--- src/shared/rac_pkg.sv ---
package rac_pkg;

    // Clock rate and timing figures.
    localparam int CLK_MHZ = 50;
    localparam int ADC_CONV_US = 350;
    localparam int ADC_CONV_CYCLES = ADC_CONV_US * CLK_MHZ;
    localparam int SWRST_MIN_US = 50;
    localparam int SWRST_MAX_US = 470;
    localparam int SWRST_CYCLES = SWRST_MIN_US * CLK_MHZ;

    // Register indices; the byte address is four times the index.
    localparam logic [7:0] IDX_IRQ_STATUS = 8'h03;
    localparam logic [7:0] IDX_MODE_CTRL = 8'h08;
    localparam logic [7:0] IDX_OUTPUT_CLOCK_CONFIG = 8'h0A;
    localparam logic [7:0] IDX_CONVERTER_CONFIG = 8'h0F;
    localparam logic [7:0] IDX_SENSOR_OFFSET_TRIM = 8'h10;
    localparam logic [7:0] IDX_CONVERTER_RESULT = 8'h11;
    localparam logic [7:0] IDX_SENSOR_CONTROL = 8'h12;

    // Register decode codes.
    localparam logic [2:0] RS_NONE = 3'h0;
    localparam logic [2:0] RS_IRQ = 3'h1;
    localparam logic [2:0] RS_MODE = 3'h2;
    localparam logic [2:0] RS_OUTCLK = 3'h3;
    localparam logic [2:0] RS_CONV = 3'h4;
    localparam logic [2:0] RS_SOFFS = 3'h5;
    localparam logic [2:0] RS_RESULT = 3'h6;
    localparam logic [2:0] RS_TSCTL = 3'h7;

    // Reset values and field positions.
    localparam logic [5:0] OUTCLK_RESET = 6'h06;
    localparam logic [6:0] CONV_RESET = 7'h00;
    localparam logic [3:0] SOFFS_RESET = 4'h0;
    localparam logic [7:0] TSCTL_RESET = 8'h20;
    localparam int CONV_START_BIT = 7;
    localparam int MODE_SWRST_BIT = 7;
    localparam int OUTCLK_ENLFC_BIT = 3;
    localparam logic [2:0] MCLK_LF = 3'h7;

    // Operating modes.
    localparam logic [1:0] MODE_IDLE = 2'h0;
    localparam logic [1:0] MODE_SLEEP = 2'h1;
    localparam logic [1:0] MODE_TX = 2'h2;
    localparam logic [1:0] MODE_RX = 2'h3;

    localparam logic [1:0] RESP_OKAY = 2'h0;
    localparam logic [1:0] RESP_SLVERR = 2'h2;

    typedef enum logic [2:0] {CK_OFF = 3'b001, CK_RUN = 3'b010, CK_TAIL = 3'b100} rac_ck_t;

    typedef struct packed {
        logic awvalid;
        logic [7:0] awaddr;
        logic wvalid;
        logic [31:0] wdata;
        logic [3:0] wstrb;
        logic bready;
        logic arvalid;
        logic [7:0] araddr;
        logic rready;
    } rac_axi_req_t;

    typedef struct packed {
        logic awready;
        logic wready;
        logic bvalid;
        logic [1:0] bresp;
        logic arready;
        logic rvalid;
        logic [31:0] rdata;
        logic [1:0] rresp;
    } rac_axi_rsp_t;

    typedef struct packed {
        logic awHeld;
        logic [7:0] awAddr;
        logic wHeld;
        logic [7:0] wData;
        logic wStrb0;
        logic bvalid;
        logic [1:0] bresp;
        logic rvalid;
        logic [7:0] rdata;
        logic [1:0] rresp;
        logic [5:0] outClk;
        logic [6:0] convCfg;
        logic adcDone;
        logic adcBusy;
        logic [15:0] adcCnt;
        logic [7:0] result;
        logic [3:0] soffs;
        logic [7:0] tsCtl;
        logic [1:0] cmdMode;
        logic [1:0] effMode;
        logic irqPend;
        logic swrstAct;
        logic [11:0] swrstCnt;
        logic rstPin;
        rac_ck_t ck;
        logic [2:0] curSel;
        logic [5:0] tickCnt;
        logic clkLvl;
        logic [9:0] tailCnt;
        logic xtalEn;
    } rac_state_t;

endpackage : rac_pkg

--- src/rtl/rac_aux_ctrl.sv ---
// Functional notes
// - Three-bit select gives 30,15,10,4,3,2,1 MHz, or 32.768 kHz for code 111.
// - All options except 4 MHz and 32.768 kHz divide the 30 MHz crystal by integers.
// - Output clock configuration resets to 06h, giving 1 MHz by default.
// - In sleep with low-frequency enable set, output 32.768 kHz regardless of select.
// - In sleep with low-frequency enable clear, stop driving the output clock.
// - Without substitute, run 0, 128, 256 or 512 extra cycles before stopping.
// - A pending interrupt keeps the output clock and crystal running in any mode.
// - Mode change waits until the interrupt status has been read.
// - Writing 1 to bit 7 of converter configuration starts a new conversion.
// - Start/done bit reads 0 while converting and becomes 1 on completion.
// - Each conversion completes 350 microseconds after its start.
// - Eight-bit result goes to the read-only result register; read after done.
// - Input select three bits, reference two bits; reset 00h is sensor on bandgap.
// - Amplifier gain comes from the two low bits of converter configuration.
// - Sensor offset is a four-bit low nibble; upper bits unused.
// - Any reset returns every configuration register to its default.
// - Software reset holds internal reset for 50 to 470 microseconds.
// - Reset drives the first pin and its inverse the second pin.
// - Sensor control register resets to 20h so the offset enable is set.
`timescale 1ns/1ps
`default_nettype none

module rac_aux_ctrl
    import rac_pkg::*;
#(
    parameter int ADC_CONV_CYC = ADC_CONV_CYCLES
) (
    // Clock and reset.
    input wire logic clock,
    input wire logic sys_rst,
    // Register bus.
    input wire rac_axi_req_t axiReq,
    output rac_axi_rsp_t axiRsp,
    // Clock sources, ticks at twice the source rate.
    input wire logic xtalTick,
    input wire logic lfTick,
    // Radio side events and converter sample.
    input wire logic irqEvent,
    input wire logic [7:0] adcSample,
    // Output clock pin and crystal enable.
    output logic clockOutPin,
    output logic clockOutPinOe,
    output logic xtalEnable,
    // Reset pins.
    output logic resetOutPin,
    output logic resetOutPinN,
    // Analog controls, converter status and operating mode.
    output logic [2:0] adcInputSel,
    output logic [1:0] adcRefSel,
    output logic [1:0] adcGain,
    output logic [3:0] sensorOffset,
    output logic [7:0] sensorCtrl,
    output logic adcConverting,
    output logic [1:0] opMode
);

    if (ADC_CONV_CYC < 1 || ADC_CONV_CYC > 65535)
    begin : g_chk
        $error("ADC_CONV_CYC out of range");
    end

    localparam rac_state_t ST_INIT = '{outClk: OUTCLK_RESET, tsCtl: TSCTL_RESET, ck: CK_OFF,
        rstPin: 1'b1, xtalEn: 1'b1, default: '0};

    function automatic logic [2:0] decodeAddr(input logic [7:0] addr);
        logic [5:0] idx;
        idx = addr[7:2];
        if (idx == IDX_IRQ_STATUS[5:0]) return RS_IRQ;
        if (idx == IDX_MODE_CTRL[5:0]) return RS_MODE;
        if (idx == IDX_OUTPUT_CLOCK_CONFIG[5:0]) return RS_OUTCLK;
        if (idx == IDX_CONVERTER_CONFIG[5:0]) return RS_CONV;
        if (idx == IDX_SENSOR_OFFSET_TRIM[5:0]) return RS_SOFFS;
        if (idx == IDX_CONVERTER_RESULT[5:0]) return RS_RESULT;
        if (idx == IDX_SENSOR_CONTROL[5:0]) return RS_TSCTL;
        return RS_NONE;
    endfunction : decodeAddr

    // Source ticks per output period; the 4 MHz option is 15 ticks, high 7, low 8.
    function automatic logic [5:0] periodTicks(input logic [2:0] sel);
        unique case (sel)
            3'h0: return 6'h02;
            3'h1: return 6'h04;
            3'h2: return 6'h06;
            3'h3: return 6'h0F;
            3'h4: return 6'h14;
            3'h5: return 6'h1E;
            3'h6: return 6'h3C;
            default: return 6'h02;
        endcase
    endfunction : periodTicks

    function automatic logic [9:0] tailCycles(input logic [1:0] code);
        unique case (code)
            2'h0: return 10'h000;
            2'h1: return 10'h080;
            2'h2: return 10'h100;
            default: return 10'h200;
        endcase
    endfunction : tailCycles

    rac_state_t s;
    rac_state_t n;

    logic awReady, wReady, arReady, awHs, wHs, arHs, doWrite, wrEn;
    logic [7:0] wrAddr, wrData;
    logic [2:0] wrSel, rdSel;
    logic srcTick, boundary, effSleep, wantRun, lfOn;
    logic [2:0] desiredSel;
    logic [5:0] period;
    logic [7:0] rdValue;

    assign awReady = !s.awHeld && !s.bvalid;
    assign wReady = !s.wHeld && !s.bvalid;
    assign arReady = !s.rvalid;
    assign awHs = axiReq.awvalid && awReady;
    assign wHs = axiReq.wvalid && wReady;
    assign arHs = axiReq.arvalid && arReady;
    assign doWrite = (s.awHeld || awHs) && (s.wHeld || wHs) && !s.bvalid;
    assign wrAddr = s.awHeld ? s.awAddr : axiReq.awaddr;
    assign wrData = s.wHeld ? s.wData : axiReq.wdata[7:0];
    assign wrEn = doWrite && (s.wHeld ? s.wStrb0 : axiReq.wstrb[0]);
    assign wrSel = decodeAddr(wrAddr);
    assign rdSel = decodeAddr(axiReq.araddr);

    // The effective mode only follows the command once the interrupt is read.
    assign effSleep = (s.effMode == MODE_SLEEP) && !s.irqPend;
    assign lfOn = s.outClk[OUTCLK_ENLFC_BIT];
    assign desiredSel = (effSleep && lfOn) ? MCLK_LF : s.outClk[2:0];
    assign wantRun = !effSleep || lfOn;
    assign srcTick = (s.curSel == MCLK_LF) ? lfTick : xtalTick;
    assign period = periodTicks(s.curSel);
    // The last tick of the low phase is the only point where the clock may change.
    assign boundary = srcTick && (s.tickCnt == 6'(period - 6'h01));

    always_comb
    begin
        unique case (rdSel)
            RS_IRQ: rdValue = {7'h00, s.irqPend};
            RS_MODE: rdValue = {2'h0, s.effMode, 2'h0, s.cmdMode};
            RS_OUTCLK: rdValue = {2'h0, s.outClk};
            RS_CONV: rdValue = {s.adcDone, s.convCfg};
            RS_SOFFS: rdValue = {4'h0, s.soffs};
            RS_RESULT: rdValue = s.result;
            RS_TSCTL: rdValue = s.tsCtl;
            default: rdValue = 8'h00;
        endcase
    end

    always_comb
    begin
        n = s;
        // Write channel.
        if (awHs)
        begin
            n.awHeld = 1'b1;
            n.awAddr = axiReq.awaddr;
        end
        if (wHs)
        begin
            n.wHeld = 1'b1;
            n.wData = axiReq.wdata[7:0];
            n.wStrb0 = axiReq.wstrb[0];
        end
        if (doWrite)
        begin
            n.awHeld = 1'b0;
            n.wHeld = 1'b0;
            n.bvalid = 1'b1;
            n.bresp = (wrSel == RS_NONE) ? RESP_SLVERR : RESP_OKAY;
        end
        if (s.bvalid && axiReq.bready)
        begin
            n.bvalid = 1'b0;
        end
        // Read channel.
        if (arHs)
        begin
            n.rvalid = 1'b1;
            n.rdata = rdValue;
            n.rresp = (rdSel == RS_NONE) ? RESP_SLVERR : RESP_OKAY;
        end
        else if (s.rvalid && axiReq.rready)
        begin
            n.rvalid = 1'b0;
        end

        // Converter timing; a new start write restarts the count.
        if (s.adcBusy)
        begin
            n.adcCnt = 16'(s.adcCnt + 16'h0001);
            if (s.adcCnt == 16'(ADC_CONV_CYC - 1))
            begin
                n.adcBusy = 1'b0;
                n.adcDone = 1'b1;
                n.result = adcSample;
            end
        end

        // Register writes.
        if (wrEn)
        begin
            unique case (wrSel)
                RS_MODE:
                begin
                    n.cmdMode = wrData[1:0];
                    if (wrData[MODE_SWRST_BIT])
                    begin
                        n.swrstAct = 1'b1;
                        n.swrstCnt = 12'h000;
                    end
                end
                RS_OUTCLK: n.outClk = wrData[5:0];
                RS_CONV:
                begin
                    n.convCfg = wrData[6:0];
                    if (wrData[CONV_START_BIT])
                    begin
                        n.adcBusy = 1'b1;
                        n.adcDone = 1'b0;
                        n.adcCnt = 16'h0000;
                    end
                end
                RS_SOFFS: n.soffs = wrData[3:0];
                RS_TSCTL: n.tsCtl = wrData;
                default: n.cmdMode = n.cmdMode;
            endcase
        end

        // Interrupt status clears on read; a new event in the same cycle wins.
        n.irqPend = irqEvent || (s.irqPend && !(arHs && rdSel == RS_IRQ));
        if (!s.irqPend)
        begin
            n.effMode = s.cmdMode;
        end

        // Output clock generator.
        unique case (s.ck)
            CK_OFF:
            begin
                n.tickCnt = 6'h00;
                n.clkLvl = 1'b0;
                if (wantRun)
                begin
                    n.ck = CK_RUN;
                    n.curSel = desiredSel;
                    n.clkLvl = 1'b1;
                end
            end
            CK_RUN, CK_TAIL:
            begin
                if (boundary)
                begin
                    n.tickCnt = 6'h00;
                    if (wantRun)
                    begin
                        n.ck = CK_RUN;
                        n.curSel = desiredSel;
                    end
                    else if (s.ck == CK_RUN)
                    begin
                        n.tailCnt = tailCycles(s.outClk[5:4]);
                        n.ck = (n.tailCnt == 10'h000) ? CK_OFF : CK_TAIL;
                    end
                    else if (s.tailCnt == 10'h001)
                    begin
                        n.ck = CK_OFF;
                    end
                    else
                    begin
                        n.tailCnt = 10'(s.tailCnt - 10'h001);
                    end
                    n.clkLvl = (n.ck != CK_OFF);
                end
                else if (srcTick)
                begin
                    n.tickCnt = 6'(s.tickCnt + 6'h01);
                    n.clkLvl = (n.tickCnt < {1'b0, period[5:1]});
                end
            end
            default:
            begin
                n.ck = CK_OFF;
                n.clkLvl = 1'b0;
            end
        endcase
        // The crystal stays on while awake or while the clock still needs it.
        n.xtalEn = !effSleep || (n.ck != CK_OFF && n.curSel != MCLK_LF);

        // Software reset pulse holds the configuration at its defaults.
        if (s.swrstAct)
        begin
            n.swrstCnt = 12'(s.swrstCnt + 12'h001);
            if (s.swrstCnt == 12'(SWRST_CYCLES - 1))
            begin
                n.swrstAct = 1'b0;
            end
            n.outClk = OUTCLK_RESET;
            n.convCfg = CONV_RESET;
            n.adcDone = 1'b0;
            n.adcBusy = 1'b0;
            n.soffs = SOFFS_RESET;
            n.tsCtl = TSCTL_RESET;
            n.cmdMode = MODE_IDLE;
            n.irqPend = 1'b0;
        end
        n.rstPin = n.swrstAct;
    end

    always_ff @(posedge clock or posedge sys_rst)
    begin
        if (sys_rst)
        begin
            s <= ST_INIT;
        end
        else
        begin
            s <= n;
        end
    end

    assign axiRsp = '{awready: awReady, wready: wReady, bvalid: s.bvalid, bresp: s.bresp,
        arready: arReady, rvalid: s.rvalid, rdata: {24'h000000, s.rdata}, rresp: s.rresp};
    assign clockOutPin = s.clkLvl;
    assign clockOutPinOe = (s.ck != CK_OFF);
    assign xtalEnable = s.xtalEn;
    assign resetOutPin = s.rstPin;
    assign resetOutPinN = !s.rstPin;
    assign adcInputSel = s.convCfg[6:4];
    assign adcRefSel = s.convCfg[3:2];
    assign adcGain = s.convCfg[1:0];
    assign sensorOffset = s.soffs;
    assign sensorCtrl = s.tsCtl;
    assign adcConverting = s.adcBusy;
    assign opMode = s.effMode;
endmodule : rac_aux_ctrl

`default_nettype wire

--- config.mk ---
export PLATFORM = sky130hd
export DESIGN_NAME = rac_aux_ctrl
export DESIGN_NICKNAME = d
export VERILOG_FILES = /design/src/shared/rac_pkg.sv /design/src/rtl/rac_aux_ctrl.sv
export SDC_FILE = /design/constraint.sdc
export NUM_CORES = 1
export LEC_CHECK = 0
export BUFFER_PORTS_ARGS = -buffer_cell sky130_fd_sc_hd__buf_2
export CORE_ASPECT_RATIO = 0.9
export CORE_MARGIN = 8
export CORE_UTILIZATION = 60
export DETAILED_ROUTE_END_ITERATION = 6
export PLACE_DENSITY = 0.86
export REMOVE_ABC_BUFFERS = 1
export SLEW_MARGIN = 0
export SYNTH_ARGS = -nofsm -noshare
export SYNTH_HDL_FRONTEND = slang
export SYNTH_SLANG_ARGS = --single-unit
--- constraint.sdc ---
create_clock -name clock -period 10.88 [get_ports clock]
set_clock_uncertainty 0.1 [all_clocks]
set_input_delay 1.088 -clock clock [delete_from_list [all_inputs] [get_ports clock]]
set_output_delay 1.088 -clock clock [all_outputs]
set_load 0.1 [all_outputs]
### Yosys cells after proc, flatten, opt, wreduce, memory -nomap -nowiden

Index checks and enable logic that the tools add are counted.

| storage, ports and cells | value |
|---|---|
| register bits | 127 |
| bits of input ports | 70 |
| output and inout bits | 68 |
| word-level logic and storage cells | 288 |

| operators by class | value |
|---|---|
| $add $sub $neg | 5 |
| magnitude comparators | 1 |
| equal/unequal tests | 49 |
| mux-type cells | 147 |
| bitwise logic cells | 1 |
| reduce and logical (&&, ||, !) cells | 55 |

Operators by type and width:

| operator | number |
|---|---|
| $mux W3 | 43 |
| $mux W10 | 7 |
| $mux W1 | 65 |
| $pmux W8 S7 | 1 |
| $mux W14 | 3 |
| $mux W13 | 3 |
| $eq A3 B3 Y1 const B | 12 |
| $eq A6 B4 Y1 const B | 6 |
| $eq A6 B5 Y1 const B | 6 |
| $pmux W6 S6 | 1 |
| $mux W8 | 4 |
| $mux W31 | 1 |
| $pmux W10 S3 | 1 |
| $mux W26 | 1 |
| $mux W25 | 1 |
| $reduce_bool A2 Y1 | 12 |
| $eq A3 B2 Y1 const B | 7 |
| $mux W18 | 1 |
| $mux W6 | 3 |
| $pmux W9 S2 | 1 |
| $add A16 B1 Y16 const B | 1 |
| $eq A16 B15 Y1 const B | 1 |
| $logic_and A1 B1 Y1 | 16 |
| $mux W15 | 1 |
| 31 further kinds | 60 |

### Longest topological paths before layout

Gate-level depths: netlist (run 1).

| logic depth | value |
|---|---|
| depth in word-level cells | 36 |
| gate-level depth with buffers | 12 |
| mapped depth without buffers | 10 |

### Least setup slack after synthesis (run 1)

No wires, ideal clock.

| timing | value |
|---|---|
| kind | reg2reg |
| start | reg s[20] (netlist bit) |
| end | reg s[5] (netlist bit) |
| library setup time | 0.076 ns |
| arrival | 2.696 ns |
| data required time | 10.704 ns |
| path slack | 8.008 ns |
| cell stages (with the launch flop) | 13 |
| buffers on the path | 2 |
| period minus slack after synthesis | 2.872 ns |
| cells stage by stage | dfrtp_1 buf_2 nor2b_1 a21o_1 ha_1 ha_1 xor2_1 a211o_1 a211oi_2 nand2_1 buf_6 or4_1 o21ai_1 |

| between the ends | value |
|---|---|
| longest elaborated chain between the ends | 6 |
| elaborated cells on any way between the ends | 13 |
| those cells by class | 1 x add/sub; 8 x eq/ne; 2 x mux; 2 x reduce/logical |

RTL lines:

| what | RTL line | text |
|---|---|---|
| from (decl) | rac_aux_ctrl.sv:102 | `rac_state_t s;` |
| from (signal assigned) | rac_aux_ctrl.sv:318 | `s <= n;` |
| $eq A3 B3 Y1, or another cell as far along | rac_aux_ctrl.sv:81 | `unique case (sel)` |
| $pmux W6 S6 | rac_aux_ctrl.sv:81 |  |
| $sub A6 B1 Y6 | rac_aux_ctrl.sv:134 | `assign boundary = srcTick && (s.tickCnt == 6'(period - 6'h01));` |
| $eq A6 B6 Y1 | rac_aux_ctrl.sv:134 |  |
| $logic_and A1 B1 Y1 (*) | rac_aux_ctrl.sv:134 |  |
| $reduce_and A4 Y1 (no source line) (*) | - |  |

Mark *: on every way between the ends. The rest lies on a longest branch, timed or not.
A chain may end at the register's enable or synchronous reset.

==> metrics.yaml, run 1 <==
status:
  status: "finished, final reports clean"
clock_tree:
  clock_latency_ns: 0.43
  clk_pin_slew_worst_paths_ns: 0.06
  ctsResizeCount: 0
  tritoncts: "yes"
  cts_buffers: 17
  postCtsSetupRepairBufs: 0
  htree_levels: 4
  postCtsHoldBufs: 0
  clock-sinks: 123
  cts_root_buf: "clkbuf_16"
  clockBufferDepth: 2
cells_and_area:
  area_growth_pct: 10.81
  diodes: 0
  drive_gt1_share_pct: 23.42
  fillers: 864
  layout_commonest_cell: "dfrtp_1"
  final_cell_mix: "dfrtp_1, buf_2, nor2_1, nand2_1, mux2_2"
  layout.nets: 828
  utilization_pct: 68.48
  seqCellArea_um2: 3085
  multi_input_area_um2: 3466
synth:
  yosys.area_share.simple_pct: 19.54
  synth_xor_area_share_pct: 4.320
  synth_compound_area_share_pct: 12.50
  synth_seq_cells: 123
  synthDistinctLibCells: 77
  synth_area_um2: 7096
  synth_top_family_by_area: "simple AND/OR/NAND/NOR gates"
  syn_avg_cell_area_um2: 10.04
  yosys_warnings: 0
  synth_top_cell_area_share_pct: 41.26
  synthArstFlopShare_pct: 100.0
  seq_area_frac_synth_pct: 43.48
  synthTopCellsByArea: "dfrtp_1, buf_4, mux2_2"
  synthMuxAreaShare_pct: 9.169
  synth_cells: 707
  synthAdderAreaFrac_pct: 1.940
  synth-edff-count: 0
  synth_largest_area_cell: "dfrtp_1"
  synthFlopType: "dfrtp_1"
route:
  postRouteAntennaNets: 0
  viasPerCell: 6.118
  drc: 0
  drt_iter0_drc: 722
  wl_per_cell_um: 18.91
  vias: 5604
  routed_wl_um: 17320
  dr.pass1.iters: 6
power:
  internal_power_uw: 1262
  p_leak_uw: 0.003566
  power.share.clock_pct: 26.2
  power_uw: 2312
  pwr_density_cell_nw_per_um2: 294.1
  pwr-share-comb_pct: 40.7
  power.switching_uw: 1051
  ir_worst_vdd_v: 0.0002734
  seqPwrFrac_pct: 33.1
  swShare_pct: 45.44
sta:
  tns_ns: 0
  slew_headroom_pct: 24.68
  grt_setup_unrepaired: "no"
  worst_pin_slew_ns: 1.126
  fin_crit_ns: 3.895
  finalCritPeriodShare_pct: 35.80
  drv_slew: 0
  hold_violations: 0
  fmax_ghz: 0.2568
  finalSetupViolCount: 0
  holdWs_ns: 0.3736
placed_design:
  dp_hpwl_um: 11680
  port_buffers: 80
  gp_congestion: 0.9044
worst_setup_path:
  startpoint_type: "flop"
  reg2reg_from: "s[117]$_DFFE_PP0P_"
  crit_type: "flop to flop"
  critPathMaxFanout: 18
  crit_start: "s[117]$_DFFE_PP0P_"
  required_ns: 11.14
  worstSetupEndpointType: "flop"
  cp.arrival_ns: 4.15
floorplanning:
  fp.dieH_um: 119.2
  initial_core_util_pct: 61.80
  io_pins: 138
  die_w_um: 130.6
  core_area_um2: 11480
  rows: 37
  die_area_um2: 15570
min_path:
  hold_path.startpoint: "axiRsp[2]$_DFFE_PP0P_"
  min_path_type: "flop to flop"
global_routing:
  grt_usage_pct: 23.04
  antenna_found_initial: 0
  grt_pass1_vias: 5862
  grt_max_degree: 72
  grt_remaining_overflow: 0
  grt_pass1_wl_um: 28870
flow_run:
  drv_cap: 0
-- final timing paths --
kind,to,slack [ns],cells after the start
setup / recovery,adcConverting$_DFF_PP0_,6.99,6
hold / removal,axiRsp[2]$_DFFE_PP0P_,0.37,1
setup reg to reg,adcConverting$_DFF_PP0_,6.99,6
hold reg to reg,axiRsp[2]$_DFFE_PP0P_,0.37,1
max in group asynchronous,s[5]$_DFFE_PP0P_,8.70,3
min in group asynchronous,s[108]$_DFFE_PP0P_,0.73,2
-- power groups by stage --
stage	registers [µW]	logic (µW)	clock network, µW
after floorplan	971	513	0
final	764	941	607
after global placement	748	901	0
after global routing	782	1010	631
after detailed placement	758	925	0
after CTS	756	940	610
-- worst max-delay path, stage by stage (launching register included) --
cell,delay [ns]
dfrtp_1,0.75
nor2_1,0.27
nor3_1,0.66
nand4b_1,0.68
nor2_1,1.09
a21oi_1,0.12
nor2_1,0.14
-- area by class of cell --
| type | count | area share, % |
|---|---|---|
| clock buffer | 19 | 5.633 |
| inverter | 15 | 0.7479 |
| tap | 156 | 2.482 |
| multi-input combinational | 507 | 44.08 |
| sequential | 123 | 39.24 |
| timing repair buffer | 83 | 5.379 |
| clock inverter | 13 | 2.435 |
-- per-stage QoR --
step,instances,setup slack [ns],cell area [µm²]
after floorplan,645,6.431,6608
after global placement,884,7.035,7228
after detailed placement,884,6.944,7228
after CTS,916,7.104,7863
after global routing,916,6.709,7863
final,916,6.985,7863
-- logic make-up after synthesis --
logic type | Yosys count
buffers and inverters | 102
adders and majority gates | 11
DFF | 123
and+or+nand+nor | 253
xor gates and xnor gates | 35
AOI/OAI and AO/OA | 122
other | 1
muxes | 60
-- flip-flops by register name, indices dropped and copies added, names as in the netlist --
signal         cells
adcConverting      1
adcGain            2
adcInputSel        3
adcRefSel          2
axiRsp            12
clockOutPin        1
lfOn               1
opMode             2
resetOutPin        1
s                 85
sensorCtrl         8
sensorOffset       4
xtalEnable         1
-- layer usage --
layer | vias to the layer above | wire, µm | global-route usage, %
met5 | - | 0 | 0
met4 | 0 | 527 | 9.964
met3 | 52 | 1156 | 5.977
met2 | 258 | 8815 | 38.59
met1 | 2748 | 6820 | 27.31
li1 | 2546 | - | -
-- cell usage after synthesis (7+ instances only) --
| cell | instances |
|---|---|
| a211oi_1 | 7 |
| ha_1 | 11 |
| inv_1 | 15 |
| nor3b_1 | 9 |
| nand2b_1 | 10 |
| and3_1 | 8 |
| nor2_1 | 74 |
| nand3b_1 | 14 |
| dfrtp_1 | 117 |
| xnor2_1 | 17 |
| nand3_1 | 20 |
| nand2_1 | 45 |
| a22o_1 | 8 |
| mux2i_1 | 20 |
| xor2_1 | 18 |
| nor3_1 | 12 |
| buf_4 | 63 |
| nor2b_1 | 8 |
| o21ai_0 | 17 |
| or3_1 | 7 |
| mux2_2 | 40 |
| clkbuf_1 | 12 |
| a21oi_1 | 16 |
| buf_2 | 9 |
| o21ai_1 | 7 |
(Power assumes the default switching activity.)
==> run 2: changes to the inputs <==
--- a/config.mk
+++ b/config.mk
@@ -5,12 +5,13 @@
 export SDC_FILE = /design/constraint.sdc
 export NUM_CORES = 1
 export LEC_CHECK = 0
+export ABC_AREA = 1
 export BUFFER_PORTS_ARGS = -buffer_cell sky130_fd_sc_hd__buf_2
 export CORE_ASPECT_RATIO = 0.9
 export CORE_MARGIN = 8
-export CORE_UTILIZATION = 60
+export CORE_UTILIZATION = 56
 export DETAILED_ROUTE_END_ITERATION = 6
-export PLACE_DENSITY = 0.86
+export PLACE_DENSITY = 0.81
 export REMOVE_ABC_BUFFERS = 1
 export SLEW_MARGIN = 0
 export SYNTH_ARGS = -nofsm -noshare
==> constraint.sdc (replaced) <==
create_clock -name clock -period 3.8 [get_ports clock]
set_clock_uncertainty 0.1 [all_clocks]
set_input_delay 0.38 -clock clock [delete_from_list [all_inputs] [get_ports clock]]
set_output_delay 0.38 -clock clock [all_outputs]
set_load 0.1 [all_outputs]
==> metrics.yaml, run 2 <==
status:
  status: "complete, but fails checks"
  violations: "negative hold slack"
synth:
  synthAdderAreaFrac_pct: 1.942  # +0.0021 points
  synth_largest_area_cell: "dfrtp_1"
  synthDistinctLibCells: 50  # -35%
  synth_xor_area_share_pct: 3.831  # -0.49 points
  seq_area_frac_synth_pct: 43.53  # +0.046 points
  synth_cells: 892  # +26%
  synth_top_family_by_area: "simple AND/OR/NAND/NOR gates"
  yosys_warnings: 0  # unchanged
  synth-edff-count: 0  # unchanged
  synthMuxAreaShare_pct: 2.189  # -7.0 points
  synth_area_um2: 7088  # -0.11%
  synth_top_cell_area_share_pct: 41.31  # +0.044 points
  synth_compound_area_share_pct: 11.54  # -0.96 points
  synthTopCellsByArea: "dfrtp_1, nand2_1, buf_4"
  yosys.area_share.simple_pct: 21.98  # +2.4 points
  synthTopCellsByCount: "nand2_1, dfrtp_1, inv_1"
  syn_avg_cell_area_um2: 7.946  # -21%
  synthArstFlopShare_pct: 100.0  # unchanged
  synth.most_common_cell: "nand2_1"
  synth_seq_cells: 123  # unchanged
  synthFlopType: "dfrtp_1"
power:
  internal_power_uw: 2938  # +130%
  ir_worst_vdd_v: 0.0009076  # +230%
  seqPwrFrac_pct: 34.6  # +1.5 points
  p_leak_uw: 0.003918  # +9.9%
  swShare_pct: 38.56  # -6.9 points
  pwr-share-comb_pct: 28.8  # -12 points
  power.share.clock_pct: 36.6  # +10 points
  power.switching_uw: 1844  # +76%
  pwr_density_cell_nw_per_um2: 605.4  # +110%
sta:
  hold_violations: 8  # +8
  fmax_ghz: 0.3203  # +25%
  finalSetupViolCount: 0  # unchanged
  tns_ns: 0  # unchanged
  worst_slack_ns: 0.6783  # -6.307 ns
  slew_headroom_pct: 50.63  # +26 points
  finalCritPeriodShare_pct: 82.15  # +46 points
  fin_crit_ns: 3.122  # -0.7731 ns
  worst_pin_slew_ns: 0.7405  # -0.3851 ns
  drv_slew: 0  # unchanged
  grt_setup_unrepaired: "no"
  holdWs_ns: -0.008101  # -0.3817 ns
worst_setup_path:
  critPathMaxFanout: 13  # -5
  cp.arrival_ns: 3.34  # -0.81 ns
  worstSetupEndpointType: "flop"
  crit_start: "s[19]$_DFF_PP0_"
  crit_type: "flop to flop"
  reg2reg_from: "s[19]$_DFF_PP0_"
  startpoint_type: "flop"
  critical-path-max-stage-delay_ns: 0.53  # -0.56 ns
  slowest_stage: "dfrtp_1"
  critPathTopFamily: "simple AND/OR/NAND/NOR gates"
  crit_chain: "inv_1, nand3_1, o21ai_0, ha_1, ha_1, nand2_1, inv_1, nor2_1, nand2_1, nor2_1, nand3_1, nor2_4, nand2_2, nor2_2, inv_2, o31ai_1"
  required_ns: 4.02  # -7.12 ns
  cp_num_buf_inv: 3  # +3
floorplanning:
  rows: 39  # +5.4%
  die_w_um: 134.6  # +3.0%
  core_area_um2: 12540  # +9.2%
  fp.dieH_um: 122.7  # +3.0%
  io_pins: 138  # unchanged
  initial_core_util_pct: 56.52  # -5.3 points
  die_area_um2: 16520  # +6.1%
placed_design:
  port_buffers: 80  # unchanged
  gp_congestion: 0.8690  # -3.9%
  dp_hpwl_um: 11860  # +1.5%
  dp_slack_ns: 0.7786  # -6.166 ns
clock_tree:
  ctsResizeCount: 0  # unchanged
  htree_levels: 4  # unchanged
  cts_root_buf: "clkbuf_16"
  clk_pin_slew_worst_paths_ns: 0.06  # about the same
  clockBufferDepth: 2  # unchanged
  postCtsHoldBufs: 0  # unchanged
  clock_latency_ns: 0.42  # about the same
  postCtsSetupRepairBufs: 0  # unchanged
  cts_buffers: 17  # unchanged
  tritoncts: "yes"
  clock-sinks: 123  # unchanged
global_routing:
  grt_max_degree: 67  # -6.9%
  antenna_found_initial: 0  # unchanged
  grt_remaining_overflow: 0  # unchanged
  grt_pass1_vias: 5533  # -5.6%
  grt_usage_pct: 20.37  # -2.7 points
  grt_pass1_wl_um: 26880  # -6.9%
cells_and_area:
  diodes: 0  # unchanged
  regMostFlops: "s"
  area_growth_pct: 11.44
  layout_commonest_cell: "nand2_1"
  largest_reg_flops: 85  # unchanged
  drive_gt1_share_pct: 17.35  # -6.1 points
  final_cell_mix: "nand2_1, dfrtp_1, inv_1, buf_2, o21ai_0"
  layout.nets: 1019  # +23%
route:
  routed_wl_um: 16430  # -5.1%
  drt_iter0_drc: 517  # -28%
  viasPerCell: 5.260  # -14%
  wl_per_cell_um: 14.74  # -22%
  postRouteAntennaNets: 0  # unchanged
  drc: 0  # unchanged
  vias: 5865  # +4.7%
  dr.pass1.iters: 5  # -1
flow_run:
  drv_cap: 0  # unchanged
min_path:
  min_path_type: "input port to asynchronous set/reset pin"
-- run 2: cell types whose count changed in the layout (fill, tap and decap cells not counted), moves of 18 or more --
| cell | before | now |
|---|---|---|
| inv_1 | 14 | 116 |
| nand3_1 | 20 | 51 |
| nand2_1 | 45 | 188 |
| mux2_2 | 40 | 12 |
| mux2i_1 | 20 | 2 |
| o21ai_0 | 17 | 68 |
-- run 2: worst paths after layout --
kind,slack [ns],end,depth (start not counted)
setup / recovery,0.68,s[2]$_DFFE_PP0P_,16
hold / removal,-0.008,s[124]$_DFFE_PP0P_,2
setup reg to reg,0.68,s[2]$_DFFE_PP0P_,16
hold reg to reg,0.37,axiRsp[6]$_DFFE_PP0P_,2
max in group asynchronous,2.77,sensorCtrl[5]$_DFFE_PP1P_,3
min in group clock,0.04,axiRsp[38]$_DFFE_PP0P_,2
-- run 2: power by group through the flow --
stage	Combinational (µW)	Sequential (µW)	Clock, µW
global route	1530	1680	1830
global placement	1340	1660	0
CTS	1380	1650	1760
floorplan	976	1780	0
detailed placement	1370	1670	0
finish	1380	1660	1750
-- run 2: routing by layer --
metal	vias to the layer above	GRT usage [%]	share of wire, %	wire [µm]
met1	2726	27.35	46	7568
met2	224	30.88	44	7302
met3	22	6.301	8.0	1319
met5	-	0	0	0
met4	0	6.657	1.5	241
li1	2893	-	-	-
-- run 2: cells by family after synthesis --
family / Yosys count
other: 1
xor gates and xnor gates: 31
muxes: 14
adders and majority gates: 11
and+or+nand+nor: 356
DFF: 123
buffers and inverters: 214
AOI/OAI and AO/OA: 142
-- run 2: area by class of cell --
| cell class | count | area (µm²) |
|---|---|---|
| repair buffers | 82 | 427.9 |
| inverters | 134 | 505.5 |
| multi-input cells | 580 | 3038 |
| flip-flops and latches | 123 | 3085 |
| well taps | 164 | 205.2 |
| clock buffers | 17 | 425.4 |
| fillers | 1063 | 4642 |
| clock inverters | 15 | 211.5 |
-- run 2: worst register-to-register path, stage by stage, from the launching register on --
cell and delay (ns):
dfrtp_1 0.53, inv_1 0.14, nand3_1 0.10, o21ai_0 0.14, ha_1 0.22, ha_1 0.28, nand2_1 0.07, inv_1 0.04
nor2_1 0.07, nand2_1 0.05, nor2_1 0.09, nand3_1 0.12, nor2_4 0.16, nand2_2 0.11, nor2_2 0.40, inv_2 0.16
o31ai_1 0.23
-- run 2: through the flow --
step	total power (µW)	std cells	utilization (%)	area (µm²)	hold slack, ns
after floorplan	2754	837	-	6626	0.3478
after global placement	3003	1083	57.91	7262	0.3590
after detailed placement	3036	1083	57.91	7262	0.3596
after CTS	4792	1115	62.99	7899	0.02385
after global routing	5043	1115	62.99	7899	0.02882
final	4782	1115	62.99	7899	-0.008101
